$ cat src/rtl/asfc_pkg.sv
// Functional notes
// - Frame sync fall: hold, drive, convert.
// - Sixteen serial clocks per frame and conversion.
// - Track on fourteenth fall, shadow frame at rise.
// - Float output on sixteenth fall unless weak.
// - Frame carries channel tag then twelve result bits.
// - Tag top bit at sync fall, shift on falls.
// - Twelve-bit control word shifted in MSB first.
// - Only first twelve falls feed control word.
// - Write bit one loads all twelve bits, else keep.
// - Settings apply to the next conversion.
// - Shadow mode captures next frame's sixteen bits.
// - Shadow committed at rise, track first channel.
// - Weak bit: weakly drive next tag top bit.
// - Channel field picks next input, mux at fourteen.
// - Bits five and four choose power mode.
// - Sequence and shadow bits steer sequencer.
// - Range bit selects input span.
// - Coding bit selects result format.
// - Power codes: normal, shutdown, auto-off, standby.
// - Four sequencer modes from sequence and shadow.
// - Shadow bits enable channels, ascending order.
package asfc_pkg;
  localparam int FRAME_BITS = 16;
  localparam int CTRL_BITS = 12;
  localparam int RESULT_BITS = 12;
  localparam int TAG_BITS = 4;
  localparam int SYNC_STAGES = 2;
  localparam int BUF_DEPTH = 2;
  localparam int WRITE_POS = 11;
  localparam int SEQ_POS = 10;
  localparam int CH_HI = 9;
  localparam int CH_LO = 6;
  localparam int PM_HI = 5;
  localparam int PM_LO = 4;
  localparam int SHADOW_POS = 3;
  localparam int WEAK_POS = 2;
  localparam int RANGE_POS = 1;
  localparam int CODING_POS = 0;
  localparam logic [4:0] EDGE_CTRL_DONE = 5'h0c;
  localparam logic [4:0] EDGE_TRACK = 5'h0e;
  localparam logic [4:0] EDGE_LAST = 5'h10;
  localparam logic [11:0] CTRL_RESET = 12'h000;
  localparam logic [15:0] SHADOW_RESET = 16'h0000;
  localparam logic [15:0] EMPTY_WORD = 16'h0000;
  localparam logic [1:0] PM_NORMAL = 2'h3;
  localparam logic [1:0] PM_FULL_DOWN = 2'h2;
  localparam logic [1:0] PM_AUTO_DOWN = 2'h1;
  localparam logic [1:0] PM_AUTO_STANDBY = 2'h0;
  localparam logic [1:0] SQ_NONE = 2'h0;
  localparam logic [1:0] SQ_PROGRAM = 2'h1;
  localparam logic [1:0] SQ_KEEP = 2'h2;
  localparam logic [1:0] SQ_CONSEC = 2'h3;
  typedef enum logic {PH_IDLE, PH_FRAME} asfc_phase_type;
endpackage

$ cat src/rtl/asfc_sync.sv
module asfc_sync #(
  parameter int WIDTH = 3
) (
  // Clock and reset
  input wire logic core_clk,
  input wire logic rst_n,
  // Levels
  input wire logic [WIDTH-1:0] frame_sync_n_in,
  output logic [WIDTH-1:0] sync_out
);
  typedef struct packed {
    logic [WIDTH-1:0] meta;
    logic [WIDTH-1:0] stable;
  } asfc_sync_type;

  asfc_sync_type cur_ff;
  asfc_sync_type nxt_ff;

  always_comb
  begin
    nxt_ff.meta = frame_sync_n_in;
    nxt_ff.stable = cur_ff.meta;
  end

  always_ff @(posedge core_clk or negedge rst_n)
  begin
    if (!rst_n)
      cur_ff <= '0;
    else
      cur_ff <= nxt_ff;
  end

  assign sync_out = cur_ff.stable;
endmodule

$ cat src/rtl/asfc_fifo.sv
module asfc_fifo #(
  parameter int WIDTH = 16,
  parameter int DEPTH = 2
) (
  // Clock and reset
  input wire logic core_clk,
  input wire logic rst_n,
  // Fill side
  input wire logic in_valid,
  input wire logic [WIDTH-1:0] in_data,
  output logic in_ready,
  // Drain side
  output logic out_valid,
  output logic [WIDTH-1:0] out_data,
  input wire logic out_ready
);
  localparam int PW = (DEPTH > 1) ? $clog2(DEPTH) : 1;
  localparam int CW = $clog2(DEPTH + 1);
  localparam logic [PW-1:0] LAST_PTR = PW'(DEPTH - 1);
  localparam logic [CW-1:0] FULL_CNT = CW'(DEPTH);

  typedef struct packed {
    logic [DEPTH-1:0][WIDTH-1:0] mem;
    logic [PW-1:0] wr_ptr;
    logic [PW-1:0] rd_ptr;
    logic [CW-1:0] count;
    logic in_ready;
    logic out_valid;
  } asfc_fifo_type;

  asfc_fifo_type cur_ff;
  asfc_fifo_type nxt_ff;
  logic push;
  logic pop;

  always_comb
  begin
    nxt_ff = cur_ff;
    push = in_valid && cur_ff.in_ready;
    pop = out_ready && cur_ff.out_valid;
    if (push)
    begin
      nxt_ff.mem[cur_ff.wr_ptr] = in_data;
      nxt_ff.wr_ptr = (cur_ff.wr_ptr == LAST_PTR) ? '0 :
        cur_ff.wr_ptr + PW'(1);
    end
    if (pop)
      nxt_ff.rd_ptr = (cur_ff.rd_ptr == LAST_PTR) ? '0 :
        cur_ff.rd_ptr + PW'(1);
    if (push && !pop)
      nxt_ff.count = cur_ff.count + CW'(1);
    else if (pop && !push)
      nxt_ff.count = cur_ff.count - CW'(1);
    nxt_ff.in_ready = (nxt_ff.count != FULL_CNT);
    nxt_ff.out_valid = (nxt_ff.count != '0);
  end

  always_ff @(posedge core_clk or negedge rst_n)
  begin
    if (!rst_n)
    begin
      cur_ff <= '0;
      cur_ff.in_ready <= 1'b1;
    end
    else
      cur_ff <= nxt_ff;
  end

  assign in_ready = cur_ff.in_ready;
  assign out_valid = cur_ff.out_valid;
  assign out_data = cur_ff.mem[cur_ff.rd_ptr];
endmodule

$ cat src/rtl/asfc_top.sv
module asfc_top (
  // Clock and reset
  input wire logic core_clk,
  input wire logic rst_n,
  // Serial port pins
  input wire logic converter_serial_clock,
  input wire logic frame_sync_n,
  input wire logic converter_serial_in,
  output logic converter_serial_out,
  output logic converter_serial_out_oe,
  output logic converter_serial_out_weak_oe,
  // Analog core control
  output logic track_hold_hold,
  output logic [3:0] mux_channel,
  output logic conv_start,
  output logic conv_range,
  output logic conv_coding,
  output logic [1:0] power_mode,
  output logic core_power_on,
  // Conversion results from the analog core
  input wire logic result_valid,
  input wire logic [11:0] result_data,
  output logic result_ready
);
  typedef struct packed {
    asfc_pkg::asfc_phase_type phase;
    logic [4:0] edge_cnt;
    logic sclk_prev;
    logic sync_prev;
    logic [15:0] tx_shift;
    logic [15:0] rx_shift;
    logic [11:0] ctrl;
    logic wrote;
    logic shadow_armed;
    logic shadow_frame;
    logic [15:0] shadow_word;
    logic seq_active;
    logic [15:0] seq_mask;
    logic [3:0] mux_ch;
    logic [3:0] inflight_ch;
    logic hold;
    logic sdo;
    logic sdo_oe;
    logic sdo_weak;
    logic conv_start;
    logic conv_range;
    logic conv_coding;
    logic core_on;
  } asfc_state_type;

  asfc_state_type cur_ff;
  asfc_state_type nxt_ff;

  logic [2:0] pins_sync;
  logic sclk_s;
  logic sync_n_s;
  logic sdin_s;
  logic sclk_fall;
  logic sync_fall;
  logic sync_rise;
  logic buf_valid;
  logic [15:0] buf_data;
  logic buf_pop;
  logic [15:0] rx_nxt;
  logic [15:0] word;
  logic [1:0] sq_mode;
  logic [1:0] pm;

  // Returns the next enabled channel above cur, wrapping to the lowest.
  function automatic logic [3:0] next_in(input logic [15:0] mask,
                                         input logic [3:0] cur);
    logic [3:0] idx;
    logic found;
    logic [3:0] res;
    found = 1'b0;
    res = cur;
    for (int i = 1; i <= 16; i++)
    begin
      idx = cur + i[3:0];
      if (!found && mask[idx])
      begin
        found = 1'b1;
        res = idx;
      end
    end
    return res;
  endfunction

  // Ones from channel zero up to the final channel.
  function automatic logic [15:0] up_to(input logic [3:0] last);
    logic [15:0] m;
    m = '0;
    for (int i = 0; i < 16; i++)
    begin
      if (i[3:0] <= last)
        m[i] = 1'b1;
    end
    return m;
  endfunction

  // Puts the first received bit at index zero, so bit n enables channel n.
  function automatic logic [15:0] flip(input logic [15:0] bits);
    logic [15:0] r;
    r = '0;
    for (int i = 0; i < 16; i++)
    begin
      r[i] = bits[15 - i];
    end
    return r;
  endfunction

  asfc_sync #(
    .WIDTH(3)
  ) u_sync (
    .core_clk(core_clk),
    .rst_n(rst_n),
    .frame_sync_n_in({converter_serial_clock, frame_sync_n, converter_serial_in}),
    .sync_out(pins_sync)
  );

  assign sclk_s = pins_sync[2];
  assign sync_n_s = pins_sync[1];
  assign sdin_s = pins_sync[0];

  // Results wait here until a frame shifts them out.
  // Tag joins result
  asfc_fifo #(
    .WIDTH(asfc_pkg::FRAME_BITS),
    .DEPTH(asfc_pkg::BUF_DEPTH)
  ) u_fifo (
    .core_clk(core_clk),
    .rst_n(rst_n),
    .in_valid(result_valid),
    .in_data({cur_ff.inflight_ch, result_data}),
    .in_ready(result_ready),
    .out_valid(buf_valid),
    .out_data(buf_data),
    .out_ready(buf_pop)
  );

  assign sclk_fall = cur_ff.sclk_prev && !sclk_s;
  assign sync_fall = cur_ff.sync_prev && !sync_n_s;
  assign sync_rise = !cur_ff.sync_prev && sync_n_s;
  assign buf_pop = sync_fall && (cur_ff.phase == asfc_pkg::PH_IDLE);
  assign word = buf_valid ? buf_data : asfc_pkg::EMPTY_WORD;

  always_comb
  begin
    nxt_ff = cur_ff;
    nxt_ff.sclk_prev = sclk_s;
    nxt_ff.sync_prev = sync_n_s;
    nxt_ff.conv_start = 1'b0;
    rx_nxt = {cur_ff.rx_shift[14:0], sdin_s};
    sq_mode = {cur_ff.ctrl[asfc_pkg::SEQ_POS],
               cur_ff.ctrl[asfc_pkg::SHADOW_POS]};
    pm = cur_ff.ctrl[asfc_pkg::PM_HI:asfc_pkg::PM_LO];
    case (cur_ff.phase)
      asfc_pkg::PH_IDLE:
      begin
        if (sync_fall)
        begin
          nxt_ff.phase = asfc_pkg::PH_FRAME;
          nxt_ff.edge_cnt = '0;
          nxt_ff.hold = 1'b1;
          nxt_ff.sdo_oe = 1'b1;
          nxt_ff.sdo_weak = 1'b0;
          nxt_ff.sdo = word[15];
          nxt_ff.tx_shift = {word[14:0], 1'b0};
          nxt_ff.conv_start = 1'b1;
          nxt_ff.inflight_ch = cur_ff.mux_ch;
          nxt_ff.conv_range = cur_ff.ctrl[asfc_pkg::RANGE_POS];
          nxt_ff.conv_coding = cur_ff.ctrl[asfc_pkg::CODING_POS];
          nxt_ff.shadow_frame = cur_ff.shadow_armed;
          nxt_ff.shadow_armed = 1'b0;
          nxt_ff.wrote = 1'b0;
          nxt_ff.core_on = (pm != asfc_pkg::PM_FULL_DOWN);
        end
      end
      asfc_pkg::PH_FRAME:
      begin
        if (sync_rise)
        begin
          nxt_ff.phase = asfc_pkg::PH_IDLE;
          if (cur_ff.edge_cnt != asfc_pkg::EDGE_LAST)
          begin
            nxt_ff.sdo_oe = 1'b0;
            nxt_ff.sdo_weak = 1'b0;
            // A cut frame may end before fall fourteen, so track here.
            // Cut frame tracks
            nxt_ff.hold = 1'b0;
          end
          else if (cur_ff.shadow_frame)
          begin
            nxt_ff.seq_mask = cur_ff.shadow_word;
            nxt_ff.seq_active = 1'b1;
            nxt_ff.mux_ch = next_in(cur_ff.shadow_word, 4'hf);
            nxt_ff.hold = 1'b0;
          end
          nxt_ff.shadow_frame = 1'b0;
        end
        else if (sclk_fall && cur_ff.edge_cnt != asfc_pkg::EDGE_LAST)
        begin
          nxt_ff.edge_cnt = cur_ff.edge_cnt + 5'h01;
          nxt_ff.rx_shift = rx_nxt;
          nxt_ff.sdo = cur_ff.tx_shift[15];
          nxt_ff.tx_shift = {cur_ff.tx_shift[14:0], 1'b0};
          if (nxt_ff.edge_cnt == asfc_pkg::EDGE_CTRL_DONE &&
              !cur_ff.shadow_frame)
          begin
            if (rx_nxt[asfc_pkg::WRITE_POS])
            begin
              nxt_ff.ctrl = rx_nxt[11:0];
              nxt_ff.wrote = 1'b1;
              if ({rx_nxt[asfc_pkg::SEQ_POS],
                   rx_nxt[asfc_pkg::SHADOW_POS]} == asfc_pkg::SQ_PROGRAM)
                nxt_ff.shadow_armed = 1'b1;
            end
          end
          if (nxt_ff.edge_cnt == asfc_pkg::EDGE_TRACK &&
              !cur_ff.shadow_frame)
          begin
            nxt_ff.hold = 1'b0;
            sq_mode = {nxt_ff.ctrl[asfc_pkg::SEQ_POS],
                       nxt_ff.ctrl[asfc_pkg::SHADOW_POS]};
            case (sq_mode)
              asfc_pkg::SQ_PROGRAM:
              begin
                // A fresh write of this mode ends any running sequence.
                // Shadow sequence runs
                if (cur_ff.seq_active && !nxt_ff.wrote)
                  nxt_ff.mux_ch = next_in(cur_ff.seq_mask, cur_ff.mux_ch);
                else
                begin
                  nxt_ff.seq_active = 1'b0;
                  nxt_ff.mux_ch = nxt_ff.ctrl[asfc_pkg::CH_HI:asfc_pkg::CH_LO];
                end
              end
              asfc_pkg::SQ_KEEP:
              begin
                if (cur_ff.seq_active)
                  nxt_ff.mux_ch = next_in(cur_ff.seq_mask, cur_ff.mux_ch);
                else
                  nxt_ff.mux_ch = nxt_ff.ctrl[asfc_pkg::CH_HI:asfc_pkg::CH_LO];
              end
              asfc_pkg::SQ_CONSEC:
              begin
                if (cur_ff.wrote || nxt_ff.wrote || !cur_ff.seq_active)
                begin
                  nxt_ff.seq_mask =
                    up_to(nxt_ff.ctrl[asfc_pkg::CH_HI:asfc_pkg::CH_LO]);
                  nxt_ff.seq_active = 1'b1;
                  nxt_ff.mux_ch = 4'h0;
                end
                else
                  nxt_ff.mux_ch = next_in(cur_ff.seq_mask, cur_ff.mux_ch);
              end
              default:
              begin
                nxt_ff.seq_active = 1'b0;
                nxt_ff.mux_ch = nxt_ff.ctrl[asfc_pkg::CH_HI:asfc_pkg::CH_LO];
              end
            endcase
          end
          if (nxt_ff.edge_cnt == asfc_pkg::EDGE_LAST)
          begin
            if (cur_ff.shadow_frame)
              nxt_ff.shadow_word = flip(rx_nxt);
            nxt_ff.sdo_oe = 1'b0;
            if (nxt_ff.ctrl[asfc_pkg::WEAK_POS])
            begin
              nxt_ff.sdo_weak = 1'b1;
              nxt_ff.sdo = cur_ff.inflight_ch[3];
            end
            case (nxt_ff.ctrl[asfc_pkg::PM_HI:asfc_pkg::PM_LO])
              asfc_pkg::PM_NORMAL:
                nxt_ff.core_on = 1'b1;
              asfc_pkg::PM_FULL_DOWN:
                nxt_ff.core_on = 1'b0;
              asfc_pkg::PM_AUTO_DOWN:
                nxt_ff.core_on = 1'b0;
              asfc_pkg::PM_AUTO_STANDBY:
                nxt_ff.core_on = 1'b0;
              default:
                nxt_ff.core_on = 1'b1;
            endcase
          end
        end
      end
      default:
      begin
        nxt_ff.phase = asfc_pkg::PH_IDLE;
      end
    endcase
  end

  always_ff @(posedge core_clk or negedge rst_n)
  begin
    if (!rst_n)
    begin
      cur_ff <= '0;
      cur_ff.phase <= asfc_pkg::PH_IDLE;
      cur_ff.sclk_prev <= 1'b1;
      cur_ff.sync_prev <= 1'b1;
      cur_ff.ctrl <= asfc_pkg::CTRL_RESET;
      cur_ff.shadow_word <= asfc_pkg::SHADOW_RESET;
      cur_ff.core_on <= 1'b1;
    end
    else
      cur_ff <= nxt_ff;
  end

  assign converter_serial_out = cur_ff.sdo;
  assign converter_serial_out_oe = cur_ff.sdo_oe;
  assign converter_serial_out_weak_oe = cur_ff.sdo_weak;
  assign track_hold_hold = cur_ff.hold;
  assign mux_channel = cur_ff.mux_ch;
  assign conv_start = cur_ff.conv_start;
  assign conv_range = cur_ff.conv_range;
  assign conv_coding = cur_ff.conv_coding;
  assign power_mode = cur_ff.ctrl[asfc_pkg::PM_HI:asfc_pkg::PM_LO];
  assign core_power_on = cur_ff.core_on;
endmodule

$ cat config.mk
export PLATFORM = sky130hd
export DESIGN_NAME = asfc_top
export DESIGN_NICKNAME = d
export VERILOG_FILES = /design/src/rtl/asfc_pkg.sv /design/src/rtl/asfc_sync.sv /design/src/rtl/asfc_fifo.sv /design/src/rtl/asfc_top.sv
export SDC_FILE = /design/constraint.sdc
export NUM_CORES = 1
export LEC_CHECK = 0
export ABC_AREA = 1
export BUFFER_PORTS_ARGS = -buffer_cell sky130_fd_sc_hd__buf_2
export CAP_MARGIN = 25
export CORE_MARGIN = 2
export CORE_UTILIZATION = 30
export DETAILED_ROUTE_END_ITERATION = 7
export PLACE_DENSITY_LB_ADDON = 0.2
export SYNTH_ARGS = -nofsm -noshare
export SYNTH_HDL_FRONTEND = slang
export SYNTH_SLANG_ARGS = --single-unit
export TNS_END_PERCENT = 50
$ cat constraint.sdc
create_clock -name core_clk -period 9.8 [get_ports core_clk]
set_input_delay 1.96 -clock core_clk [delete_from_list [all_inputs] [get_ports core_clk]]
set_output_delay 1.96 -clock core_clk [all_outputs]
set_load 0.05 [all_outputs]
==> Word level (Yosys, flattened, before mapping) <==
Cells that the tools add are included.
{ "op_classes": {"multipliers": 0, "n_lt_le_gt_ge": 35, "bitwise_logic": 2, "shifts": 0, "div_mod_pow": 0, "n_reduce_logical": 164, "add_sub_neg": 20, "n_mux": 558, "n_eq_ne": 37} }
{ "ops": {"columns": ["operator", "count"], "rows": [
  ["1-bit two-way mux", 436],
  ["4-bit two-way mux", 66],
  ["21-bit two-way mux", 5],
  ["16-bit two-way mux", 6],
  ["46-bit two-way mux", 2],
  ["4-bit by 5-bit less-than comparator with 1-bit output, second input constant", 16],
  ["1-bit logical AND", 73],
  ["14-bit two-way mux", 5],
  ["1-bit logical NOT", 68],
  ["1-bit binary-select mux with 4-bit select", 16],
  ["4-bit adder, second input constant", 8],
  ["32-bit bitwise mux", 1],
  ["4-bit less-or-equal comparator, first input constant", 8],
  ["16-bit case mux with 2 select lines", 1],
  ["17-bit two-way mux", 1],
  ["4-bit by 3-bit adder with 4-bit output, second input constant", 4],
  ["16-bit demux with 1-bit select", 1],
  ["3-bit by 4-bit less-or-equal comparator with 1-bit output, first input constant", 4],
  ["2-bit inequality test, second input constant", 8],
  ["4-bit inequality test, second input constant", 4],
  ["8-bit AND reduction", 2],
  ["5-bit AND reduction", 3],
  ["3-bit by 1-bit inequality test with 1-bit output, second input constant", 4],
  ["4-bit case mux with 3 select lines", 1],
  ["other kinds (39)", 73]
]} }
{ "word_totals": {"in_bits": 18, "out_inout_bits": 15, "ff_bits": 148, "latch_bits": 0, "word_cells": 849, "rom_bits": 0, "n_memories": 0, "mem_bits_rw": 0} }

==> Logic depth before layout (Yosys ltp) <==
{ "logic_depth": {"ltp_word": 149, "depth_mapped": 32, "ltp_nobuf": 30} }

==> Cells and area by module <==
Synthesis repeated with hierarchy kept, for this count alone.
{ "unflattened": {"hier_cells": 1144, "hier_area_um2": 8286.7} }
{ "by_module_without_submodules": {"columns": ["module", "instances", "seq_area_each_um2", "cells_each", "area_each_um2"], "rows": [
  ["asfc_top", 1, 2531.2, 930, 6374.9],
  ["asfc_fifo", 1, 952.2, 205, 1739.2],
  ["asfc_sync", 1, 150.1, 9, 172.7]
]} }

==> Worst setup path before layout <==
No wires, ideal clock.
{ "synth_path": {"path_type": "register to register", "start": "reg cur_ff, in the netlist mux_channel[1]", "end": "reg cur_ff, in the netlist mux_channel[1]", "setup_time_ps": 117, "n_path_buf": 2, "arrival_ps": 3064, "period_less_slack_ps": 3181, "path_slack_ps": 6619, "path_stages_with_launch": 27, "t_required_ps": 9683, "cell_sequence": "dfrtp_1 -> inv_1 -> buf_2 -> ha_1 -> inv_1 -> buf_2 -> nand3_1 -> nand3_1 -> nand2_1 -> nand2_1 -> nand2_2 -> nor2_4 -> nand3_2 -> nor2_4 -> nand3_2 -> nor2_2 -> nand2_2 -> nor2_4 -> nand2_2 -> nor2_4 -> nand3_4 -> o21ai_1 -> inv_1 -> nand2_1 -> nand2_1 -> nand2_1 -> nand2_1"} }
{ "synth_between": {"elab_chain_len": 140, "elab_cells_between_ends": 507, "classes_between": "add/sub (15); eq/ne (3); mux (398); reduce/logical (91)"} }
{ "synth_lines": {"columns": ["element", "line", "text"], "rows": [
  ["start: declaration", "asfc_top.sv:51", "asfc_state_type cur_ff;"],
  ["start signal: assignment", "asfc_top.sv:309", "cur_ff <= nxt_ff;"],
  ["4-bit by 1-bit adder with 4-bit output", "asfc_top.sv:79", "idx = cur + i[3:0];"],
  ["1-bit binary-select mux with 4-bit select", "asfc_top.sv:80", "if (!found && mask[idx])"],
  ["1-bit two-way mux (not written as such)", "asfc_top.sv:80", null],
  ["1-bit two-way mux", "asfc_top.sv:80", null],
  ["1-bit two-way mux (on tied branches)", "asfc_top.sv:247, asfc_top.sv:230, asfc_top.sv:240", null],
  ["1-bit two-way mux", "asfc_top.sv:225", "case (sq_mode)"],
  ["1-bit two-way mux", "asfc_top.sv:219", "if (nxt_ff.edge_cnt == asfc_pkg::EDGE_TRACK &&"],
  ["1-bit two-way mux", "asfc_top.sv:201", "else if (sclk_fall && cur_ff.edge_cnt != asfc_pkg::EDGE_LAST)"],
  ["[... 124 more ...]", null, null],
  ["1-bit two-way mux", "asfc_top.sv:219", null],
  ["1-bit two-way mux", "asfc_top.sv:201", null],
  ["1-bit two-way mux", "asfc_top.sv:181", "if (sync_rise)"],
  ["1-bit two-way mux", "asfc_top.sv:157", "case (cur_ff.phase)"],
  ["1-bit logical NOT", "asfc_top.sv:80", null],
  ["1-bit logical AND", "asfc_top.sv:80", null],
  ["4-bit inequality test (no line)", null, null],
  ["8-bit AND reduction (no line)", null, null]
]} }
Several ways; a longest one is shown, not always the timed one. The select of a mux whose other input is x is not followed.
A chain may end at the register's enable or synchronous reset.

==> Worst setup path in the final report <==
{ "layout_path": {"start": "reg cur_ff, in the netlist mux_channel[1]", "end": "reg cur_ff, in the netlist mux_channel[0]"} }
The elaborated chain is that of the path after synthesis.

==> metrics <==
status=finished clean; GP Congestion=approximately 0.85; detailed placer's ending HPWL=around 17000 um; Synth cell types=slightly above 50; Seq/Total Area, Yosys=43.3%; crit path launch type=register; arrival time worst endpoint=about 4.5 ns; final setup violation count=0; largest net degree at the start of global routing=74; Slowest cell on crit path=inv_1; FF-to-FF setup slack=around 5.6 ns; worst reg2reg startpoint=mux_channel[1]; Worst slew margin=between 30% and 40%; Std-Cell Rows=61; Max Root-Sink Buffers=2; largest family of logic cells by synthesized area=simple AND/OR/NAND/NOR gates; GR Util met1=23.7%; Post-Syn Instances=approximately 1100; share of layout cells above drive strength 1=between 10% and 20%; vias in the first global route=about 7100; worst-case vdd ir drop=between 0.1 and 0.15 mV; worst setup path category=register to register; vias=~7300; clk slew on worst S/H paths=~0.07 ns; CP startpoint=mux_channel[1]; Final Power=2.83 mW; Starting DRT DRC Count=524; Routed WL per cell=14.8 um; TritonCTS Buffers=17; actual slew at the worst max-slew pin=0.943 ns; simple-gate share of the synthesized area=about 29%; initial antenna violation count=0; synthesized flop and latch total=about 150; r2r endpoint=mux_channel[0]; clock root buffer=clkbuf_16; synthesized cell area=between 8000 and 9000 um^2; full die area=29300 um^2; CP max stage delay=roughly 0.5 ns; Fin Clk Skew=just over 0.01 ns; post-route ant nets=0; core footprint=27600 um^2; Pre-antenna DRT Iters=5; fraction of registers with async set/reset=between 90% and 100%; Syn Area/Cell=around 7.3 um^2; fmax=about 240 MHz; top fanout value on the critical path=14; multiplexer share of the synthesized area=0%; CTS tree=done; Slew Limit Fails=0; chip width=171 um; worst hold margin=between 0.3 and 0.4 ns; RSZ-0062 raised after global routing=no; CP required=10.10 ns; max-cap violation count=0; post-CTS setup buffers=0; Synth Area in XOR/XNOR=1.73%; Ports=33; R2R cell count=24; H-tree depth=4; area fraction in compound gates after synthesis=14.7%; Final Core Density=34.3%; # diodes=0; synth warn=0; final hold viol count=0; global route hottest layer=met2; Post-synth EDFFs=0; CP Cell Sequence=inv_1, ha_1, inv_1, nand3_1, nand3_1, nand2_1, nand2_2, nand2_4, inv_2, nand2_2, nor2_4, nand3_2, nor2_4, nand3_2, nor2_2, nand2_2, nor2_4, nand2_2, nor2_4, nand3_1, nand2_1, nor2_1, nand2_1, nand2_1; PwrDens=299 nW/um^2; area delta synth->final=13.1%; GRT met2 Usage=a little over a quarter; Starting Density=between 30% and 40%; adder-cell area share of the yosys netlist=under 10%; class of the worst hold path=register to register; Tmin final=approximately 4.2 ns; count of buffers from port buffering=32; Critical Path End=mux_channel[0]; Leak Pwr=between 4 and 5 nW; GRT overflow=0; final wirelength=roughly 23000 um; Resize count post-CTS=0; Most used DFF post-synth=dfrtp_1; Vias/cell=~4.7; DR DRC count=0; Setup crit end kind=register; gr usage total=between 10% and 20%; clock latency on the worst-skew pair=roughly 0.43 ns; TNS Setup=0 ns; clk sink count=roughly 150; met3 usage in global routing=around 2.9%; first-pass GRT wire length=38000 um; Die H=~170 um; hold buffer count at CTS=0; Post-Syn Nets=between 1000 and 1500; Nets=~1200; final period utilization=42.8%
## flip-flops by register name, summed over array words and instances (netlist names)
signal,flops
cur_ff,87
u_fifo.cur_ff,36
mux_channel,4
u_sync.cur_ff,3
u_sync.sync_out,3
power_mode,2
conv_coding,1
conv_range,1
conv_start,1
converter_serial_out,1
converter_serial_out_oe,1
converter_serial_out_weak_oe,1
core_power_on,1
track_hold_hold,1
u_fifo.in_ready,1
u_fifo.out_valid,1
## power by group
group / internal (mW) / switching (mW)
combinational: 0.412 / 0.912
sequential: 0.750 / 0.116
clock: 0.361 / 0.279
## routing by layer
metal	routed length, um	vias to the layer above
li1	-	3728
met4	304	0
met2	10200	119
met1	11700	3445
met3	766	19
met5	0	-
## Yosys cell counts, types with 3 or more instances
cell type / instances / share of area (%)
nor2_4: 4 / 0.54
xor2_1: 7 / 0.73
xor2_2: 3 / 0.58
ha_1: 12 / 1.8
o21ai_0: 132 / 7.9
o21ai_1: 7 / 0.42
a31oi_1: 6 / 0.45
buf_2: 5 / 0.30
nand2_1: 336 / 15
buf_6: 4 / 0.54
buf_4: 8 / 0.72
dfrtp_1: 141 / 42
nand3_2: 4 / 0.48
a22oi_1: 3 / 0.27
inv_2: 6 / 0.27
nand3_1: 85 / 5.1
nand2_2: 14 / 1.0
nor2_1: 87 / 3.9
nor3_1: 7 / 0.42
nor4_1: 3 / 0.22
clkbuf_1: 29 / 1.3
nand4_1: 9 / 0.67
dfstp_2: 4 / 1.3
inv_1: 135 / 6.0
and2_1: 3 / 0.22
a21oi_1: 38 / 2.3
o311ai_0: 15 / 1.6
nor2_2: 5 / 0.37
xnor2_1: 4 / 0.42
o22ai_1: 3 / 0.22
## kinds of logic (layout without fill, tap and decap cells)
group,count (synthesis),count (layout)
simple gates,567,567
compound gates,220,220
buf+inv,191,218
flops,145,145
xor+xnor,14,14
fa+ha+maj,12,12
## cells in the final DEF, fill, tap and decap left out, types with 3 or more instances in the layout
| cell type | n |
|---|---|
| nand2_1 | 336 |
| dfrtp_1 | 141 |
| inv_1 | 135 |
| o21ai_0 | 132 |
| nor2_1 | 85 |
| nand3_1 | 85 |
| a21oi_1 | 38 |
| buf_2 | 31 |
| clkbuf_16 | 17 |
| o311ai_0 | 15 |
| nand2_2 | 14 |
| ha_1 | 12 |
| nand4_1 | 9 |
| buf_4 | 9 |
| xor2_1 | 7 |
| nor3_1 | 7 |
| o21ai_1 | 7 |
| inv_2 | 6 |
| nor2_2 | 6 |
| a31oi_1 | 6 |
| nor2_4 | 5 |
| xnor2_1 | 4 |
| nand3_2 | 4 |
| inv_6 | 4 |
| dfstp_2 | 4 |
| nor4_1 | 3 |
| a22oi_1 | 3 |
| xor2_2 | 3 |
| and2_1 | 3 |
| o22ai_1 | 3 |
| clkinvlp_4 | 3 |
## how the worst min path moves through the flow
| stage | startpoint | end | slack [ns] | depth (start not counted) |
|---|---|---|---|---|
| global route | u_sync.cur_ff[3] | u_sync.sync_out[0] | 0.36 | 0 |
| finish | u_sync.cur_ff[3] | u_sync.sync_out[0] | 0.35 | 0 |
| detailed placement | u_sync.cur_ff[3] | u_sync.sync_out[0] | 0.34 | 0 |
| floorplan | u_sync.cur_ff[3] | u_sync.sync_out[0] | 0.33 | 0 |
| global placement | u_sync.cur_ff[3] | u_sync.sync_out[0] | 0.33 | 0 |
| CTS | u_sync.cur_ff[3] | u_sync.sync_out[0] | 0.36 | 0 |
## critical path: cells and delay by family (launching register included)
family	cells	cell delay, ns
fa+ha+maj	1	0.48
flops	1	0.37
buf+inv	3	0.96
simple gates	20	2.25
## area by class of cell
class                   count  area, um^2
fillers                  3047       18100
well taps                 378         473
multi-input cells         813        3980
clock buffers              19         443
inverters                 143         537
repair buffers             43         289
clock inverters            13         126
flip-flops and latches    145        3630
## metrics by stage
stage | setup WS [ns] | area, um^2 | std cells
finish | 5.60 | 9480 | 1554
detailed placement | 5.61 | 8850 | 1519
global route | 5.15 | 9480 | 1554
CTS | 5.58 | 9420 | 1551
floorplan | 6.62 | 8380 | 1149
global placement | 5.64 | 8850 | 1519
No activity file was read; power rests on OpenSTA's default activity.
